`config.mk`:
```
export PLATFORM = sky130hd
export DESIGN_NAME = ext_config_indirect_access
export DESIGN_NICKNAME = d
export VERILOG_FILES = /design/src/hdl/ext_cfg_pkg.sv /design/src/hdl/ind_addr_latch.sv /design/src/hdl/ext_config_indirect_access.sv
export SDC_FILE = /design/constraint.sdc
export NUM_CORES = 1
export LEC_CHECK = 0
export BUFFER_PORTS_ARGS = -buffer_cell sky130_fd_sc_hd__buf_2
export CAP_MARGIN = 10
export CORE_UTILIZATION = 50
export CTS_BUF_LIST = sky130_fd_sc_hd__clkbuf_4 sky130_fd_sc_hd__clkbuf_8
export DETAILED_ROUTE_END_ITERATION = 8
export GPL_TIMING_DRIVEN = 0
export MAX_ROUTING_LAYER = met4
export PLACE_DENSITY = 0.78
export SLEW_MARGIN = 20
export SYNTH_ARGS = -nofsm -noshare
export SYNTH_HDL_FRONTEND = slang
export SYNTH_HIERARCHICAL = 1
export SYNTH_SLANG_ARGS = --single-unit
```
`constraint.sdc`:
```
create_clock -name clk_sys -period 2.7 [get_ports clk_sys]
set_input_delay 0.27 -clock clk_sys [delete_from_list [all_inputs] [get_ports clk_sys]]
set_output_delay 0.27 -clock clk_sys [all_outputs]
set_load 0.005 [all_outputs]
```
`src/hdl/ext_cfg_pkg.sv`:
```
package ext_cfg_pkg;

	// byte offsets inside configuration space
	localparam logic [11:0] OFF_INT_STATE = 12'h0F4;
	localparam logic [11:0] OFF_IND_ADDR = 12'h0F8;
	localparam logic [11:0] OFF_IND_WIN = 12'h0FC;
	localparam logic [11:0] OFF_VC_HDR = 12'h100;
	localparam logic [11:0] OFF_VC_CAP1 = 12'h104;

	// address register fields, write mask and register reset values
	localparam int REG_NUM_LSB = 2;
	localparam int REG_NUM_MSB = 7;
	localparam int EXT_NUM_LSB = 8;
	localparam int EXT_NUM_MSB = 11;
	localparam logic [31:0] ADDR_WR_MASK = 32'h0000_0FFC;
	localparam logic [31:0] ADDR_RESET = 32'h0000_0000;
	localparam logic [31:0] INT_STATE_RESET = 32'h0000_0000;

	// capability constants
	localparam logic [15:0] CAP_ID_VAL = 16'h0002;
	localparam logic [3:0] CAP_VER_VAL = 4'h1;
	localparam logic [11:0] NEXT_PTR_VAL = 12'h000;
	localparam logic [2:0] EXTRA_VC_VAL = 3'h0;
	localparam logic [2:0] LP_VC_VAL = 3'h0;
	localparam logic [1:0] ARB_TIME_BASE_VAL = 2'h0;
	localparam logic [1:0] ARB_ENTRY_SIZE_VAL = 2'h1;

	localparam logic [31:0] VC_HDR_WORD = {NEXT_PTR_VAL, CAP_VER_VAL,
		CAP_ID_VAL};
	localparam logic [31:0] VC_CAP1_WORD = {20'h00000, ARB_ENTRY_SIZE_VAL,
		ARB_TIME_BASE_VAL, 1'b0, LP_VC_VAL, 1'b0, EXTRA_VC_VAL};

	typedef enum logic [0:0] {ST_IDLE, ST_EXT} acc_state_e;

	// expand four byte enables into a bit mask
	function automatic logic [31:0] be_mask(input logic [3:0] be);
		be_mask = {{8{be[3]}}, {8{be[2]}}, {8{be[1]}}, {8{be[0]}}};
	endfunction : be_mask

	// merge written bytes into a word, only writable bits change
	function automatic logic [31:0] be_merge(input logic [31:0] old,
		input logic [31:0] wdata, input logic [3:0] be,
		input logic [31:0] wmask);
		logic [31:0] m;
		m = be_mask(be) & wmask;
		be_merge = (old & ~m) | (wdata & m);
	endfunction : be_merge

endpackage : ext_cfg_pkg

```
`src/hdl/ind_addr_latch.sv`:
```
`timescale 1ns/1ps
module ind_addr_latch (
	// clock and reset
	input wire logic clk_sys,
	input wire logic rst,
	// write strobe with data
	input wire logic wr_en,
	input wire logic [3:0] wr_be,
	input wire logic [31:0] wr_data,
	// held address word
	output logic [31:0] addr_word
);

	always_ff @(posedge clk_sys or posedge rst) begin
		if (rst) begin
			addr_word <= ext_cfg_pkg::ADDR_RESET;
		end else if (wr_en) begin
			addr_word <= ext_cfg_pkg::be_merge(addr_word, wr_data, wr_be,
				ext_cfg_pkg::ADDR_WR_MASK);
		end
	end

endmodule : ind_addr_latch

```
`src/hdl/ext_config_indirect_access.sv`:
```
`timescale 1ns/1ps
module ext_config_indirect_access (
	// clock and reset
	input wire logic clk_sys,
	input wire logic rst,
	// configuration requests
	input wire logic cfg_req,
	input wire logic cfg_write,
	input wire logic [11:0] cfg_addr,
	input wire logic [3:0] cfg_be,
	input wire logic [31:0] cfg_wdata,
	input wire logic cfg_from_smbus,
	output logic cfg_ack,
	output logic [31:0] cfg_rdata,
	// aggregated legacy interrupt levels
	input wire logic [3:0] intx_state_in,
	// rest of configuration space
	output logic ext_req,
	output logic ext_write,
	output logic [11:0] ext_addr,
	output logic [3:0] ext_be,
	output logic [31:0] ext_wdata,
	input wire logic ext_ack,
	input wire logic [31:0] ext_rdata
);

	ext_cfg_pkg::acc_state_e state;
	logic [3:0] int_state;
	logic [31:0] ind_addr;
	logic [11:0] tgt;
	logic take;
	logic hit_addr;
	logic hit_win;
	logic win_ok;
	logic tgt_local;
	logic go_ext;
	logic addr_wr_en;

	// registers held by this slice
	function automatic logic is_local(input logic [11:0] idx);
		is_local = (idx == ext_cfg_pkg::OFF_INT_STATE) ||
			(idx == ext_cfg_pkg::OFF_IND_ADDR) ||
			(idx == ext_cfg_pkg::OFF_IND_WIN) ||
			(idx == ext_cfg_pkg::OFF_VC_HDR) ||
			(idx == ext_cfg_pkg::OFF_VC_CAP1);
	endfunction : is_local

	// read view of the local registers; the window reads zero here
	// so a window aimed at itself cannot recurse
	function automatic logic [31:0] local_read(input logic [11:0] idx,
		input logic [31:0] ia, input logic [3:0] ist);
		case (idx)
			ext_cfg_pkg::OFF_INT_STATE: local_read = {28'h0000000, ist};
			ext_cfg_pkg::OFF_IND_ADDR:
				local_read = ia & ext_cfg_pkg::ADDR_WR_MASK;
			ext_cfg_pkg::OFF_VC_HDR: local_read = ext_cfg_pkg::VC_HDR_WORD;
			ext_cfg_pkg::OFF_VC_CAP1: local_read = ext_cfg_pkg::VC_CAP1_WORD;
			default: local_read = 32'h0000_0000;
		endcase
	endfunction : local_read

	assign take = cfg_req && (state == ext_cfg_pkg::ST_IDLE);
	assign hit_addr = (cfg_addr == ext_cfg_pkg::OFF_IND_ADDR);
	assign hit_win = (cfg_addr == ext_cfg_pkg::OFF_IND_WIN);
	assign tgt = {ind_addr[ext_cfg_pkg::EXT_NUM_MSB:
		ext_cfg_pkg::REG_NUM_LSB], 2'b00};
	assign win_ok = hit_win && !cfg_from_smbus;
	assign tgt_local = is_local(tgt);
	assign go_ext = take && win_ok && !tgt_local;
	assign addr_wr_en = take && cfg_write && (hit_addr ||
		(win_ok && (tgt == ext_cfg_pkg::OFF_IND_ADDR)));

	ind_addr_latch u_addr (
		.clk_sys(clk_sys),
		.rst(rst),
		.wr_en(addr_wr_en),
		.wr_be(cfg_be),
		.wr_data(cfg_wdata),
		.addr_word(ind_addr)
	);

	always_ff @(posedge clk_sys or posedge rst) begin
		if (rst) begin
			int_state <= ext_cfg_pkg::INT_STATE_RESET[3:0];
		end else begin
			int_state <= intx_state_in;
		end
	end

	always_ff @(posedge clk_sys or posedge rst) begin
		if (rst) begin
			state <= ext_cfg_pkg::ST_IDLE;
		end else begin
			case (state)
				ext_cfg_pkg::ST_IDLE: begin
					if (go_ext) begin
						state <= ext_cfg_pkg::ST_EXT;
					end
				end
				ext_cfg_pkg::ST_EXT: begin
					if (ext_ack) begin
						state <= ext_cfg_pkg::ST_IDLE;
					end
				end
				default: state <= ext_cfg_pkg::ST_IDLE;
			endcase
		end
	end

	always_ff @(posedge clk_sys or posedge rst) begin
		if (rst) begin
			ext_req <= 1'b0;
			ext_write <= 1'b0;
			ext_addr <= 12'h000;
			ext_be <= 4'h0;
			ext_wdata <= 32'h0000_0000;
		end else begin
			ext_req <= go_ext;
			if (go_ext) begin
				ext_write <= cfg_write;
				ext_addr <= tgt;
				ext_be <= cfg_be;
				ext_wdata <= cfg_wdata;
			end
		end
	end

	always_ff @(posedge clk_sys or posedge rst) begin
		if (rst) begin
			cfg_ack <= 1'b0;
			cfg_rdata <= 32'h0000_0000;
		end else begin
			cfg_ack <= 1'b0;
			if (take && !go_ext) begin
				cfg_ack <= 1'b1;
				if (cfg_write) begin
					cfg_rdata <= 32'h0000_0000;
				end else if (hit_win) begin
					cfg_rdata <= win_ok ?
						local_read(tgt, ind_addr, int_state) : 32'h0000_0000;
				end else begin
					cfg_rdata <= local_read(cfg_addr, ind_addr, int_state);
				end
			end else if ((state == ext_cfg_pkg::ST_EXT) && ext_ack) begin
				cfg_ack <= 1'b1;
				cfg_rdata <= ext_write ? 32'h0000_0000 : ext_rdata;
			end
		end
	end
endmodule : ext_config_indirect_access

```
==> impl_metrics.tcl <==
set metrics [dict create \
    comb_power_share_pct 6.8 \
    vdd_drop_max_mv 0.318 \
    yosysWarnings 6 \
    syn2layout_area_growth_pct 29.9 \
    syn_avg_cell_area_um2 13.3 \
    start_util_pct 52.6 \
    grt_pass1_wl_um 15500 \
    die_height_um 93.1 \
    power_mw 2.56 \
    mappedNetlistArea_mm2 0.00415 \
    final-instance-count-excl-fill 606 \
    layout.nets 588 \
    clk_latency_ns 0.37 \
    io_buffers 169 \
    critPathRequiredTime_ns 2.95 \
    syn-instance-count 313 \
    whs_ns 0.00827 \
    finalSetupViolations 0 \
    die_area_mm2 0.00867 \
    cp-end-kind "flip-flop" \
    critPathArrivalTime_ns 2.67 \
    hp-class "input pin to flip-flop" \
    worst_pin_slew_ns 0.684 \
    slew_headroom_pct 54.0 \
    antenna_found_initial 1 \
    pin_count 173 \
    cts_buffers 9 \
    gr-usage-all-layers_pct 23.6 \
    wl_um 10100 \
    rsz0062_at_grt "no" \
    cts.clk_slew.worst_paths_ns 0.10 \
    grt_max_degree 56 \
    final.min_clock_period_ns 2.42 \
    r2r_setup_slack_ns 0.28 \
    core-area_mm2 0.00789 \
    dp_cells 586 \
    crit_fanout 7 \
    fmax_mhz 413 \
    drtAntennaViolNets 0 \
    grtUsageMet1_pct 29.8 \
    swShare_pct 25.3 \
    holdCritStartpoint "intx_state_in[3]" \
    fillers 620 \
    max_cap_viol_count 0 \
    cts_tree "built" \
    slew_violations 0 \
    fin_util_pct 68.4 \
    grt_pass1_vias 3255 \
    grt_util_met2_pct 39.2 \
    globalRouteMet3Util_pct 4.39 \
    place_hpwl_um 7680 \
    num_vias 3368 \
    crit_type "flip-flop to flip-flop" \
    drt_iter0_markers 152 \
    row_count 32 \
    startpoint_type "flip-flop" \
    clock_skew_ns 0.0126 \
    clkPwrFrac_pct 36.3 \
    hold_path_depth 1 \
    drive_gt1_share_pct 48.7 \
    vias_per_cell 5.56 \
    cts_sinks 96 \
    finalHoldViolCount 0 \
    gp_congestion 0.943 \
    overflow 0 \
    outcome "finished clean" \
    wl_per_cell_um 16.6 \
    route.detailed.drc 0 \
    grt-busiest-layer "met2" \
    seqPwrFrac_pct 57.0 \
    htreeDepth 3 \
    firstDrtPassIters 4 \
    min_period_over_period_pct 89.7 \
    root_buffer "clkbuf_8" \
    internal-power_mw 1.91 \
    leakage_nw 2.93 \
    worstHoldEndpoint "int_state[3]" \
    power.switching_mw 0.647 \
    clockBufferDepth 2 \
    chipWidth_um 93.1 \
    r2r_cells 6 \
    powerDensity_mw_per_mm2 474 \
]
## power by group through the flow
| stage | clock [mW] | sequential, mW | combinational (mW) |
|---|---|---|---|
| finish | 0.927 | 1.46 | 0.173 |
| global route | 0.990 | 1.46 | 0.192 |
| CTS | 0.946 | 1.46 | 0.174 |
| detailed placement | 0 | 1.48 | 0.171 |
| global placement | 0 | 1.48 | 0.160 |
| floorplan | 0 | 1.48 | 0.0636 |
## worst max-delay path by stage
| stage | startpoint | to | slack, ns |
|---|---|---|---|
| 6_report | flip-flop | flip-flop | 0.28 |
| 5_1_grt | flip-flop | flip-flop | 0.14 |
| 4_1_cts | flip-flop | flip-flop | 0.11 |
| 3_5_place_dp | flip-flop | flip-flop | 0.16 |
| 3_3_place_gp | rst | cfg_rdata[19] | -0.73 |
| 2_1_floorplan | rst | cfg_ack | 0.21 |
## worst max-delay path: stages, from the launching register on
cell and delay (ns):
dfrtp_1 0.47, nor3_1 0.25, and4_1 0.31, a32o_1 0.34
nor4b_2 0.36, nand2_1 0.25, mux2_2 0.33
## routing by layer
metal / wire [µm] / part of all wire, % / up-vias
li1: - / - / 1570
met1: 4390 / 44 / 1638
met2: 4910 / 49 / 147
met3: 653 / 6.5 / 13
met4: 93 / 0.93 / 0
met5: 0 / 0 / -
## area by class of cell
cell class                      instances  area (µm²)  share of cell area, %
Multi-Input combinational cell        193        1620                   30.1
Clock inverter                          6        56.3                   1.04
Sequential cell                        96        2400                   44.6
Tap cell                              102         128                   2.37
Antenna cell                            1        2.50                 0.0464
Inverter                                8        32.5                  0.603
Clock buffer                           10         138                   2.55
Buffer                                 17         105                   1.95
Timing Repair Buffer                  173         903                   16.8
## repair_timing
item	CTS	global route
hold endpoints to repair	42	1
setup endpoints to repair	0	10
setup buffers	0	0
hold buffers	2	1
gates resized for setup	0	1
## per-stage QoR
step	setup TNS (ns)	cell area [µm²]	setup WS (ns)
CTS	0	5370	0.114
global placement	-61.99	5130	-0.728
detailed placement	0	5160	0.156
finish	0	5390	0.277
floorplan	0	4160	0.208
global route	0	5390	0.145
## cell usage in the layout, fill, tap and decap left out, types with 2 or more instances in the layout
cell type,count
buf_2,172
dfrtp_1,96
mux2_2,36
mux2_1,20
a22o_1,20
a21oi_1,11
nand2_1,11
clkbuf_8,10
nand3_1,9
nor3_1,7
clkbuf_1,7
inv_1,7
nor2_1,6
a2111oi_0,6
a211oi_1,6
nor4_1,5
nor2b_1,4
nor3b_1,4
buf_4,4
and4_1,4
buf_6,3
a32o_1,3
dlygate4sd3_1,3
nand3b_1,2
and3_1,2
or3_1,2
or3_4,2
a211oi_2,2
nand4b_1,2
o31a_1,2
o31ai_1,2
a222oi_1,2
mux2i_1,2
conb_1,2
inv_8,2
inv_6,2
Power figures use the tool's default switching activity.
